## src/inc/xor_dir_pkg.sv

```systemverilog
// Constants for the XOR and direction-load execution block.
// Assumes an 8-bit accumulator, 7-bit file address and one-cycle execution.
package xor_dir_pkg;
  localparam int DATA_W = 8;
  localparam int FILE_AW = 7;
  localparam logic [2:0] SEL_PORT_A = 3'h5;
  localparam logic [2:0] SEL_PORT_B = 3'h6;
  localparam logic [2:0] SEL_PORT_C = 3'h7;
  localparam logic [7:0] ACC_RESET = 8'h00;
  localparam logic [7:0] DIR_RESET = 8'hff;
  localparam logic ZERO_RESET = 1'b0;
  localparam logic DEST_ACC = 1'b0;
  localparam logic DEST_FILE = 1'b1;
  typedef enum logic [1:0] {
    OP_NONE = 2'b00,
    OP_LOAD_DIR = 2'b01,
    OP_XOR_LIT = 2'b10,
    OP_XOR_FILE = 2'b11
  } op_t;
endpackage : xor_dir_pkg

```

## src/core/xor_unit.sv

```systemverilog
// Combinational XOR with zero detect.
// Assumes operands are stable during the cycle in which the result is used.
`timescale 1ns/1ps
module xor_unit
  import xor_dir_pkg::*;
(
  input wire logic [7:0] a_in,
  input wire logic [7:0] b_in,
  output logic [7:0] result_out,
  output logic zero_out
);
  always_comb begin
    result_out = a_in ^ b_in;
    zero_out = (result_out == 8'h00);
  end
endmodule : xor_unit

```

## src/core/xor_dir_exec.sv

```systemverilog
// Execution of direction-load, literal XOR and file XOR instructions.
// Assumes the decoder presents one op per cycle with its operands valid alongside.
//
// Overview of operation
// (RL1) Direction load copies accumulator to port A, B or C direction by operand 5/6/7.
// (RL2) Direction load moves accumulator unchanged and leaves all status flags alone.
// (RL3) Literal XOR puts accumulator XOR 8-bit immediate in accumulator; only zero flag.
// (RL4) File XOR combines accumulator with file location 0..127; only zero flag changes.
// (RL5) File XOR destination bit 0 writes accumulator, bit 1 writes file location.
// (RL6) Zero flag set when XOR result is all zeros, cleared otherwise.
`timescale 1ns/1ps
module xor_dir_exec
  import xor_dir_pkg::*;
(
  input wire logic clock_in,
  input wire logic rst_n_in,
  input wire logic [1:0] op_in,
  input wire logic [2:0] dir_sel_in,
  input wire logic [7:0] literal_in,
  input wire logic [6:0] file_addr_in,
  input wire logic dest_in,
  input wire logic [7:0] file_rdata_in,
  input wire logic carry_in,
  input wire logic digit_carry_in,
  output logic [7:0] acc_out,
  output logic zero_out,
  output logic carry_out,
  output logic digit_carry_out,
  output logic [7:0] port_a_direction_out,
  output logic [7:0] port_b_direction_out,
  output logic [7:0] port_c_direction_out,
  output logic file_we_out,
  output logic [6:0] file_waddr_out,
  output logic [7:0] file_wdata_out
);
  op_t op;
  logic [7:0] acc_q, acc_d;
  logic zero_q, zero_d;
  logic carry_q, carry_d, dc_q, dc_d;
  logic [7:0] dir_a_q, dir_a_d, dir_b_q, dir_b_d, dir_c_q, dir_c_d;
  logic we_q, we_d;
  logic [6:0] waddr_q, waddr_d;
  logic [7:0] wdata_q, wdata_d;
  logic [7:0] operand_b, xor_res;
  logic xor_zero;

  assign op = op_t'(op_in);
  assign operand_b = (op == OP_XOR_LIT) ? literal_in : file_rdata_in;

  xor_unit xor_unit_i (
    .a_in(acc_q),
    .b_in(operand_b),
    .result_out(xor_res),
    .zero_out(xor_zero)
  );

  always_comb begin
    acc_d = acc_q;
    zero_d = zero_q;
    // Carry flags follow the core's ALU only while none of this block's ops runs
    carry_d = carry_in;
    dc_d = digit_carry_in;
    dir_a_d = dir_a_q;
    dir_b_d = dir_b_q;
    dir_c_d = dir_c_q;
    we_d = 1'b0;
    waddr_d = waddr_q;
    wdata_d = wdata_q;
    case (op)
      OP_LOAD_DIR: begin
        // (RL1) Select direction register
        if (dir_sel_in == SEL_PORT_A) begin
          dir_a_d = acc_q;
        end else if (dir_sel_in == SEL_PORT_B) begin
          dir_b_d = acc_q;
        end else if (dir_sel_in == SEL_PORT_C) begin
          dir_c_d = acc_q;
        end
        // (RL2) Flags held unchanged
        carry_d = carry_q;
        dc_d = dc_q;
      end
      OP_XOR_LIT: begin
        // (RL3) Literal result to accumulator
        acc_d = xor_res;
        // (RL6) Zero from result
        zero_d = xor_zero;
        // (RL3) Carry flags held
        carry_d = carry_q;
        dc_d = dc_q;
      end
      OP_XOR_FILE: begin
        // (RL4) File XOR, zero only
        zero_d = xor_zero;
        carry_d = carry_q;
        dc_d = dc_q;
        // (RL5) Destination select
        if (dest_in == DEST_FILE) begin
          we_d = 1'b1;
          waddr_d = file_addr_in;
          wdata_d = xor_res;
        end else begin
          acc_d = xor_res;
        end
      end
      default: begin
        acc_d = acc_q;
      end
    endcase
  end

  always_ff @(posedge clock_in or negedge rst_n_in) begin
    if (!rst_n_in) begin
      acc_q <= ACC_RESET;
      zero_q <= ZERO_RESET;
      carry_q <= 1'b0;
      dc_q <= 1'b0;
      dir_a_q <= DIR_RESET;
      dir_b_q <= DIR_RESET;
      dir_c_q <= DIR_RESET;
      we_q <= 1'b0;
      waddr_q <= 7'h00;
      wdata_q <= 8'h00;
    end else begin
      acc_q <= acc_d;
      zero_q <= zero_d;
      carry_q <= carry_d;
      dc_q <= dc_d;
      dir_a_q <= dir_a_d;
      dir_b_q <= dir_b_d;
      dir_c_q <= dir_c_d;
      we_q <= we_d;
      waddr_q <= waddr_d;
      wdata_q <= wdata_d;
    end
  end

  assign acc_out = acc_q;
  assign zero_out = zero_q;
  assign carry_out = carry_q;
  assign digit_carry_out = dc_q;
  assign port_a_direction_out = dir_a_q;
  assign port_b_direction_out = dir_b_q;
  assign port_c_direction_out = dir_c_q;
  assign file_we_out = we_q;
  assign file_waddr_out = waddr_q;
  assign file_wdata_out = wdata_q;
endmodule : xor_dir_exec

```

## config.mk

```make
export PLATFORM = sky130hd
export DESIGN_NAME = xor_dir_exec
export DESIGN_NICKNAME = d
export VERILOG_FILES = /design/src/inc/xor_dir_pkg.sv /design/src/core/xor_unit.sv /design/src/core/xor_dir_exec.sv
export SDC_FILE = /design/constraint.sdc
export NUM_CORES = 1
export LEC_CHECK = 0
export ABC_AREA = 0
export BUFFER_PORTS_ARGS = -buffer_cell sky130_fd_sc_hd__buf_2
export CORE_ASPECT_RATIO = 0.9
export CORE_MARGIN = 2
export CORE_UTILIZATION = 42
export CTS_CLUSTER_DIAMETER = 40
export DETAILED_ROUTE_END_ITERATION = 12
export MAX_ROUTING_LAYER = met4
export PLACE_DENSITY = 0.72
export SLEW_MARGIN = 20
export SYNTH_ARGS = -nofsm -noshare
export SYNTH_HDL_FRONTEND = slang
export SYNTH_SLANG_ARGS = --single-unit
```

## constraint.sdc

```tcl
create_clock -name clock_in -period 1.7 [get_ports clock_in]
set_input_delay 0.17 -clock clock_in [delete_from_list [all_inputs] [get_ports clock_in]]
set_output_delay 0.17 -clock clock_in [all_outputs]
set_load 0.02 [all_outputs]
```

## After elaboration in Yosys (flattened, before gate mapping)

Index checks and enable logic that the tools add are counted.

| operators by class | value |
|---|---|
| equality and inequality tests | 7 |
| muxes and demuxes | 5 |
| bitwise gates (word level) | 3 |
| reductions and logical operators | 9 |

Operators with widths:

| cell | number |
|---|---|
| 2-to-1 mux 8 bit | 2 |
| one-hot mux 8 bit (2 select lines) | 1 |
| == test 3 bit, second input constant | 3 |
| logical NOT 8 bit | 1 |
| XOR 8 bit | 1 |
| AND reduction 2 bit | 3 |
| == test 2 bit, second input constant | 2 |
| AND reduction 4 bit | 1 |
| AND reduction 3 bit | 1 |
| OR reduction 3 bit | 1 |
| == test 2 x 1 -> 1 bit, second input constant | 1 |
| 2-to-1 mux 1 bit | 2 |
| inequality test 2 bit, second input constant | 1 |
| NOT 1 bit | 2 |
| nonzero test 2 bit | 1 |
| OR reduction 2 bit | 1 |

| word-level totals | value |
|---|---|
| register bits after elaboration | 51 |
| input port bits | 33 |
| output and inout bits | 51 |
| word-level logic and storage cells | 34 |

## Depth between registers and ports, before layout

Gate-level depths: netlist (run 1).

| logic depth | value |
|---|---|
| depth in word-level cells | 5 |
| mapped depth | 6 |
| gate-level depth less buffers | 5 |

## Cells and area by module

From an unflattened synthesis (run 1), not the netlist that was laid out.

| second synthesis, totals | value |
|---|---|
| cells, all modules | 133 |
| area, all modules | 2172.1 µm² |

By module, submodules not included:

| module | times used | cells each | area each (µm²) |
|---|---|---|---|
| xor_dir_exec | 1 | 122 | 2083.2 |
| xor_unit | 1 | 11 | 88.8 |

## Least setup slack after synthesis (run 1)

OpenSTA, ideal clock, no wires.

| timing | value |
|---|---|
| kind | input to register |
| from | in op_in[1] |
| to | reg zero_q (netlist: zero_out) |
| arrival | 1200 ps |
| data required time | 1605 ps |
| slack | 405 ps |
| stages | 6 |
| buffers on the path | 1 |
| cell sequence | nor2b_1 buf_6 mux2i_1 xor2_1 nand4_1 o32ai_2 |

| on the way | value |
|---|---|
| cells in the longest elaborated chain, start to end | 4 |
| elaborated cells on any way between the ends | 6 |
| those cells by class | 2 x eq/ne; 1 x mux; 1 x bitwise; 2 x reduce/logical |

Ends and longest elaborated chain:

| item | RTL line | RTL |
|---|---|---|
| start: declaration | xor_dir_exec.sv:17 | `input wire logic [1:0] op_in,` |
| == test 2 bit | xor_dir_exec.sv:48, xor_dir_exec.sv:69 |  |
| 2-to-1 mux 8 bit | xor_dir_exec.sv:48 | `assign operand_b = (op == OP_XOR_LIT) ? literal_in : file_rdata_in;` |
| XOR 8 bit | xor_unit.sv:13 | `result_out = a_in ^ b_in;` |
| logical NOT 8 bit | xor_unit.sv:14 | `zero_out = (result_out == 8'h00);` |
| end signal: assignment | xor_dir_exec.sv:126 | `zero_q <= zero_d;` |
| end: declaration | xor_dir_exec.sv:38 | `logic zero_q, zero_d;` |

Several ways; a longest one is shown, not always the timed one.
A chain may end at the register's enable or synchronous reset.

## Worst setup path in the final report (run 1)

Ends and elaborated chain as after synthesis.

==> qor.csv, run 1 <==
stage,metric,value,unit
run_status,status,finished clean,
floorplanning,Die Ht,73.7,um
routing,DR pass1 iterations,4,
yosys,mux cell area share after synthesis,19.5,%
global_routing,first-pass GRT wire length,7610,um
placed_design,Detail Placement HPWL,3560,um
worst_setup_path,WP data required,1920,ps
sta,Hold Fails Final Rpt,0,
layout,Diodes inserted,0,
yosys,distinct cell type count after synthesis,22,
power,VDD IR max,0.000935,V
yosys,leading area contributor after synthesis,dfrtp_1,
yosys,sequential-to-total area share from yosys stat,57.7,%
worst_setup_path,Setup Crit Path Kind,input port to register,
yosys,largest family of logic cells by synthesized area,multiplexers,
sta,Rel. slew slack,81.2,%
clocking,CTS sink cnt,51,
layout,FILL cells,471,
sta,Final Skew,5.80,ps
yosys,post-synth top area share,29.8,%
yosys,Area contributors post-synth,"dfrtp_1 30%, dfstp_2 28%, mux2_2 16%, nand2_1 3.8%, xnor2_1 3.5%",
yosys,Post-synth EDFFs,0,
yosys,Post-Syn Area,2260,um2
floorplanning,Initial Utilization,43.4,%
worst_setup_path,Worst Path Max Fanout,7,
global_routing,vias in the first global route,1586,
flow_run,Max Cap Viol,0,
power,pwr/cell area,1740,nW/um2
worst_setup_path,Setup crit start,op_in[1],
worst_setup_path,R2R setup slack,450,ps
clocking,CTS H-Tree Depth,2,
yosys,#FFs+latches synth,51,
clocking,Skew-Pair Late Insertion Delay,310,ps
routing,Wirelength per Cell,14.3,um
floorplanning,I/O pin count,84,
sta,Slew Limit Fails,0,
clocking,clk buf depth,2,
floorplanning,std cell rows,25,
routing,First DRT Iteration DRCs,57,
yosys,xor-xnor portion of the synthesized cell area,6.57,%
routing,DRC Markers,0,
sta,TNS Setup,0,ps
yosys,Synth Area in Compound Gates,4.75,%
sta,final setup margin,416,ps
clocking,CTS tree,yes,
floorplanning,Die W,81.4,um
clocking,postcts setup bufs,0,
placed_design,Place WS,87.6,ps
worst_setup_path,Crit. End Element,register,
clocking,Clock transition at path regs,90,ps
sta,Worst-Margin Slew,283,ps
global_routing,GR Overflow Total,0,
worst_setup_path,CP peak stage delay,280,ps
yosys,Post-Synth Simple-Gate Area,8.29,%
layout,Reg area,1310,um2
yosys,Synth Area in Adders,0,%
worst_setup_path,R2R Path Start,acc_out[3],
min_path,Worst Hold Class,input port to register,
min_path,hold_sp,file_addr_in[2],
yosys,asr flop ratio synth,100,%
sta,period utilization,75.5,%
yosys,Yosys warnings,0,
worst_setup_path,Worst setup SP type,input port,
yosys,cells after synthesis,179,
worst_setup_path,CP max-delay cell,o32ai_2,
worst_setup_path,crit path cell chain,buf_2 -> nor2b_1 -> buf_4 -> mux2i_1 -> xor2_1 -> nand4_1 -> o32ai_2,
floorplanning,Core Box Area,5220,um2
layout,area of the multi-input gates,886,um2
yosys,Post-synth top cells,"33 x mux2_2, 27 x dfrtp_1, 24 x dfstp_2",
floorplanning,Die ar.,6000,um2
yosys,Syn Nets,212,
layout,layout cells sized above 1,58.8,%
power,P_leak,1.41,nW
worst_setup_path,Critical Path AT,1500,ps
layout,Nets,304,
yosys,Synth Area per Inst,12.7,um2
worst_setup_path,Top delay family on crit path,simple AND/OR/NAND/NOR gates,
placed_design,Port Buffers,83,
worst_setup_path,critical path buffer and inverter count,2,
layout,Layout area overhead,30.1,%
routing,Vias,1634,
routing,Final Routed Wirelength,4840,um
global_routing,antenna violations before repair,0,
clocking,CTS buffer count,5,
global_routing,pin count of the biggest net entering global routing,52,
yosys,ys flop type,dfrtp_1,
clocking,Root Buffer,clkbuf_8,
sta,# setup viols final,0,
routing,via density per instance,4.82,
sta,min cycle time layout,1280,ps
sta,Max Clock Freq,779,MHz
yosys,most common cell in the netlist,mux2_2,
sta,RSZ-0062 raised after global routing,false,
routing,ANT nets after route,0,
global_routing,Total Routing Usage GR,17.8,%
placed_design,gpl congestion,0.858,
[worst reg2reg max path, stage by stage (launching register included)]
cell	delay, ps
dfrtp_1	460
xor2_1	250
nand4_1	170
o32ai_2	280
[cell type report]
class | instances | area share, %
repair buffers | 93 | 17.6
flip-flops and latches | 51 | 44.4
multi-input cells | 111 | 30.1
clock buffers | 6 | 2.80
well taps | 67 | 2.85
clock inverters | 2 | 1.19
inverters | 9 | 1.15
[what timing repair did]
item	CTS	global route
endpoints found under the setup margin	0	0
gates resized for setup	0	0
hold buffers	1	0
hold endpoints to repair	27	0
[sequential cells by signal, indices dropped and copies added, names as in the netlist]
signal	flops
acc_out	8
file_wdata_out	8
port_a_direction_out	8
port_b_direction_out	8
port_c_direction_out	8
file_waddr_out	7
carry_out	1
digit_carry_out	1
file_we_out	1
zero_out	1
[where the power goes]
part           switching (W)  total, W  internal, W  leakage [nW]
combinational        0.00114   0.00195     0.000804         0.770
clock               0.000395  0.000871     0.000476        0.0612
sequential          0.000384   0.00231      0.00192         0.579
total                0.00192   0.00512      0.00320          1.41
[metrics by stage]
stage | hold slack, ps | total power [W] | cell area, um2 | instances | utilization [%]
after floorplan | -126 | 0.00357 | 2260 | 179 | -
after global placement | 180 | 0.00425 | 2820 | 330 | 53.9
after detailed placement | 180 | 0.00430 | 2820 | 330 | 53.9
after CTS | 78.1 | 0.00518 | 2950 | 339 | 56.4
after global routing | 70.4 | 0.00544 | 2950 | 339 | 56.4
final | 85.6 | 0.00512 | 2950 | 339 | 56.4
[layer usage]
layer	routed length (um)	share of wire [%]	GRT usage [%]	vias up
li1	-	-	-	786
met1	2270	47	24.4	786
met2	2200	45	25.9	57
met3	321	6.6	5.16	5
met4	44	0.91	4.71	0
met5	0	0	-	-
[cell usage in the layout, fill, tap and decap left out, types with 3 or more instances in the layout]
cell	netlist	routed
o22ai_1	5	5
dfstp_2	24	24
clkbuf_8	0	6
buf_2	1	83
mux2_2	33	33
o21ai_0	11	11
nand2_1	23	23
nor2b_1	3	3
mux2i_1	7	7
buf_4	0	7
xnor2_1	9	9
dfrtp_1	27	27
xor2_1	8	8
inv_1	9	9
[logic make-up (layout without fill, tap and decap cells)]
group,Yosys count,count (layout)
AND/OR/NAND/NOR,36,36
multiplexers,40,40
AO/OA/AOI/OAI,18,18
flip-flops,51,51
XOR/XNOR,17,17
buffers and inverters,17,110
[worst paths after layout]
check	to	cells past startpoint
setup / recovery	zero_out	7
hold / removal	file_waddr_out[2]	2
setup reg to reg	zero_out	3
hold reg to reg	file_wdata_out[7]	2
max in group asynchronous	port_b_direction_out[2]	3
min in group asynchronous	file_waddr_out[3]	3
Power figures use the tool's default switching activity.
==> run 2, diff against run 1 <==
--- a/config.mk
+++ b/config.mk
@@ -13,7 +13,7 @@
 export CTS_CLUSTER_DIAMETER = 40
 export DETAILED_ROUTE_END_ITERATION = 12
 export MAX_ROUTING_LAYER = met4
-export PLACE_DENSITY = 0.72
+export PLACE_DENSITY = 0.74
 export SLEW_MARGIN = 20
 export SYNTH_ARGS = -nofsm -noshare
 export SYNTH_HDL_FRONTEND = slang
==> constraint.sdc (replaced) <==
create_clock -name clock_in -period 1.1 [get_ports clock_in]
set_input_delay 0.11 -clock clock_in [delete_from_list [all_inputs] [get_ports clock_in]]
set_output_delay 0.11 -clock clock_in [all_outputs]
set_load 0.02 [all_outputs]
==> run 2 against run 1 <==
The flow now finishes with violations (setup timing). Clock skew decreased by 3.1 ps. Via count increased by 10%. Total power increased by 89%. Largest cell class unchanged. Sequential power increased by 55%. Critical path depth unchanged. Largest power group is now combinational cells. Worst setup slack got worse by 470 ps. Non-clock buffer count increased by 28. Highest routed layer unchanged.
==> qor.csv, run 2 (synthesis results as in run 1) <==
stage,metric,value,unit,change
run_status,status,finished with violations,,was finished clean
clocking,clk buf depth,2,,unchanged
min_path,Worst Hold Class,input port to register,,unchanged
layout,Finished Core Util,67.4,%,was 56.4%
worst_setup_path,Worst setup SP type,input port,,unchanged
power,VDD IR max,0.00150,V,was 0.000935 V
sta,period utilization,105,%,
min_path,WHS Endpoint,file_waddr_out[4],,was file_waddr_out[2]
clocking,CTS H-Tree Depth,2,,unchanged
sta,Slew Limit Fails,0,,unchanged
worst_setup_path,worst reg2reg endpoint,zero_out,,unchanged
sta,TNS Setup,-59.8,ps,was 0 ps
global_routing,GR Overflow Total,0,,unchanged
global_routing,met2 Use GR,32.0,%,was 25.9%
layout,"commonest non-fill, non-tap cells in the layout","49 x buf_2, 42 x buf_6, 26 x dfrtp_1",,"was 83 x buf_2, 33 x mux2_2, 27 x dfrtp_1"
placed_design,placed cell area,2990,um2,was 2820 um2
placed_design,Detail Placement HPWL,3880,um,was 3560 um
layout,Diodes inserted,0,,unchanged
routing,ANT nets after route,0,,unchanged
placed_design,DP Cell Count,344,,was 330
sta,RSZ-0062 raised after global routing,true,,was false
worst_setup_path,Critical Path AT,1370,ps,was 1500 ps
run_status,failing checks,setup timing,,
sta,Max Clock Freq,869,MHz,
power,pwr/cell area,2750,nW/um2,was 1740 nW/um2
routing,DRC Markers,0,,unchanged
clocking,CTS sink cnt,51,,unchanged
global_routing,GR peak layer,met2,,unchanged
floorplanning,Die ar.,6000,um2,unchanged
placed_design,Port Buffers,83,,unchanged
routing,via density per instance,4.90,,was 4.82
min_path,hold_sp,file_addr_in[4],,was file_addr_in[2]
power,P_leak,1.66,nW,was 1.41 nW
worst_setup_path,reg2reg path depth,3,,unchanged
worst_setup_path,Worst Path Max Fanout,6,,was 7
global_routing,Total Routing Usage GR,19.9,%,was 17.8%
routing,DR pass1 iterations,4,,unchanged
layout,layout cells sized above 1,66.0,%,was 58.8%
worst_setup_path,Crit. End Element,register,,unchanged
clocking,Skew-Pair Late Insertion Delay,300,ps,was 310 ps
sta,# setup viols final,3,,was 0
routing,Wirelength per Cell,15.7,um,was 14.3 um
placed_design,gpl congestion,0.836,,was 0.858
clocking,Clock transition at path regs,90,ps,about the same
global_routing,antenna violations before repair,0,,unchanged
layout,Nets,332,,was 304
sta,Worst-Margin Slew,267,ps,was 283 ps
routing,First DRT Iteration DRCs,79,,was 57
floorplanning,std cell rows,25,,unchanged
floorplanning,Initial Utilization,43.4,%,unchanged
floorplanning,Core Box Area,5220,um2,unchanged
layout,"Design Area, Final",3520,um2,was 2950 um2
worst_setup_path,WP data required,1320,ps,was 1920 ps
floorplanning,I/O pin count,84,,unchanged
layout,Layout area overhead,55.5,%,was 30.1%
global_routing,met1 Track Usage GR,24.6,%,was 24.4%
routing,Vias,1799,,"was 1,634"
floorplanning,Die Ht,73.7,um,unchanged
sta,Rel. slew slack,81.7,%,was 81.2%
clocking,Root Buffer,clkbuf_8,,unchanged
global_routing,first-pass GRT wire length,8520,um,was 7610 um
worst_setup_path,Top delay family on crit path,simple AND/OR/NAND/NOR gates,,unchanged
global_routing,vias in the first global route,1788,,"was 1,586"
floorplanning,Die W,81.4,um,unchanged
worst_setup_path,crit path cell chain,buf_6 -> nor2b_4 -> buf_12 -> mux2i_4 -> xor2_1 -> nand2_1 -> o32ai_2,,was buf_2 -> nor2b_1 -> buf_4 -> mux2i_1 -> xor2_1 -> nand4_1 -> o32ai_2
sta,Final Skew,2.73,ps,was 5.80 ps
worst_setup_path,CP peak stage delay,250,ps,was 280 ps
global_routing,met3 Track Usage GR,4.55,%,was 5.16%
worst_setup_path,R2R Path Start,acc_out[1],,was acc_out[3]
flow_run,Max Cap Viol,0,,unchanged
sta,Hold Fails Final Rpt,0,,unchanged
layout,Non-Filler Instances,367,,was 339
global_routing,pin count of the biggest net entering global routing,44,,was 52
worst_setup_path,critical path buffer and inverter count,2,,unchanged
sta,min cycle time layout,1150,ps,
routing,Final Routed Wirelength,5750,um,was 4840 um
clocking,CTS buffer count,5,,unchanged
min_path,Min-Delay Path Depth,2,,unchanged
sta,final setup margin,-50.3,ps,was 416 ps
sta,WHS,30.8,ps,was 85.6 ps
worst_setup_path,Setup Crit Path Kind,input port to register,,unchanged
layout,"commonest non-fill, non-tap cell in the layout",buf_2,,unchanged
worst_setup_path,CP max-delay cell,o32ai_2,,unchanged
clocking,CTS tree,yes,,unchanged
worst_setup_path,R2R setup slack,0,ps,was 450 ps
==> run 2: cell count changes in the layout (fill, tap and decap cells not counted), sizes merged <==
cell | previous run | this run
buf | 92 | 120
clkbuf | 6 | 7
bufinv | 1 | 0
==> run 2: timing repair <==
item,CTS,global route
resized for setup,48,45
endpoints found under the setup margin,33,39
buffers inserted,11,4
endpoints found under the hold margin,27,0
hold buffers,1,0
pin swaps,6,6
==> run 2: report_power, final <==
part	switching, W	internal [W]	leakage (nW)
logic	0.00226	0.00281	1.04
registers	0.000587	0.00299	0.578
clock network	0.000602	0.000448	0.0422
total	0.00345	0.00625	1.66
==> run 2: per-layer routing <==
metal,up-vias,wire (um)
li1,839,-
met1,886,2410
met2,66,2870
met3,8,379
met4,0,91
met5,-,0
==> run 2: worst max-delay path by stage <==
| stage | cells after the start | start | slack, ps | end |
|---|---|---|---|---|
| 2_1_floorplan | 6 | op_in[1] | -70 | zero_out |
| 3_3_place_gp | 7 | op_in[0] | -320 | zero_out |
| 3_5_place_dp | 7 | op_in[0] | -360 | zero_out |
| 4_1_cts | 2 | acc_out[0] | -10 | acc_out[0] |
| 5_1_grt | 7 | op_in[1] | -90 | zero_out |
| 6_report | 7 | op_in[0] | -50 | zero_out |
==> run 2: worst register-to-register path: stages (launching register included) <==
cell and delay (ps):
dfrtp_1 410, xor2_1 240, nand2_1 110, o32ai_2 250
==> run 2: per-stage QoR <==
stage,power (W),setup slack (ps)
floorplan,0.00561,-68.9
global placement,0.00701,-319
detailed placement,0.00714,-357
CTS,0.00910,-10.8
global route,0.0102,-90.2
finish,0.00970,-50.3
==> run 2: area by class of cell <==
class	instances	area, um2
Fill cell	399	1700
Sequential cell	51	1310
Multi-Input combinational cell	111	1020
Timing Repair Buffer	121	996
Tap cell	67	83.8
Clock buffer	7	76.3
Inverter	9	33.8
Clock inverter	1	5.00
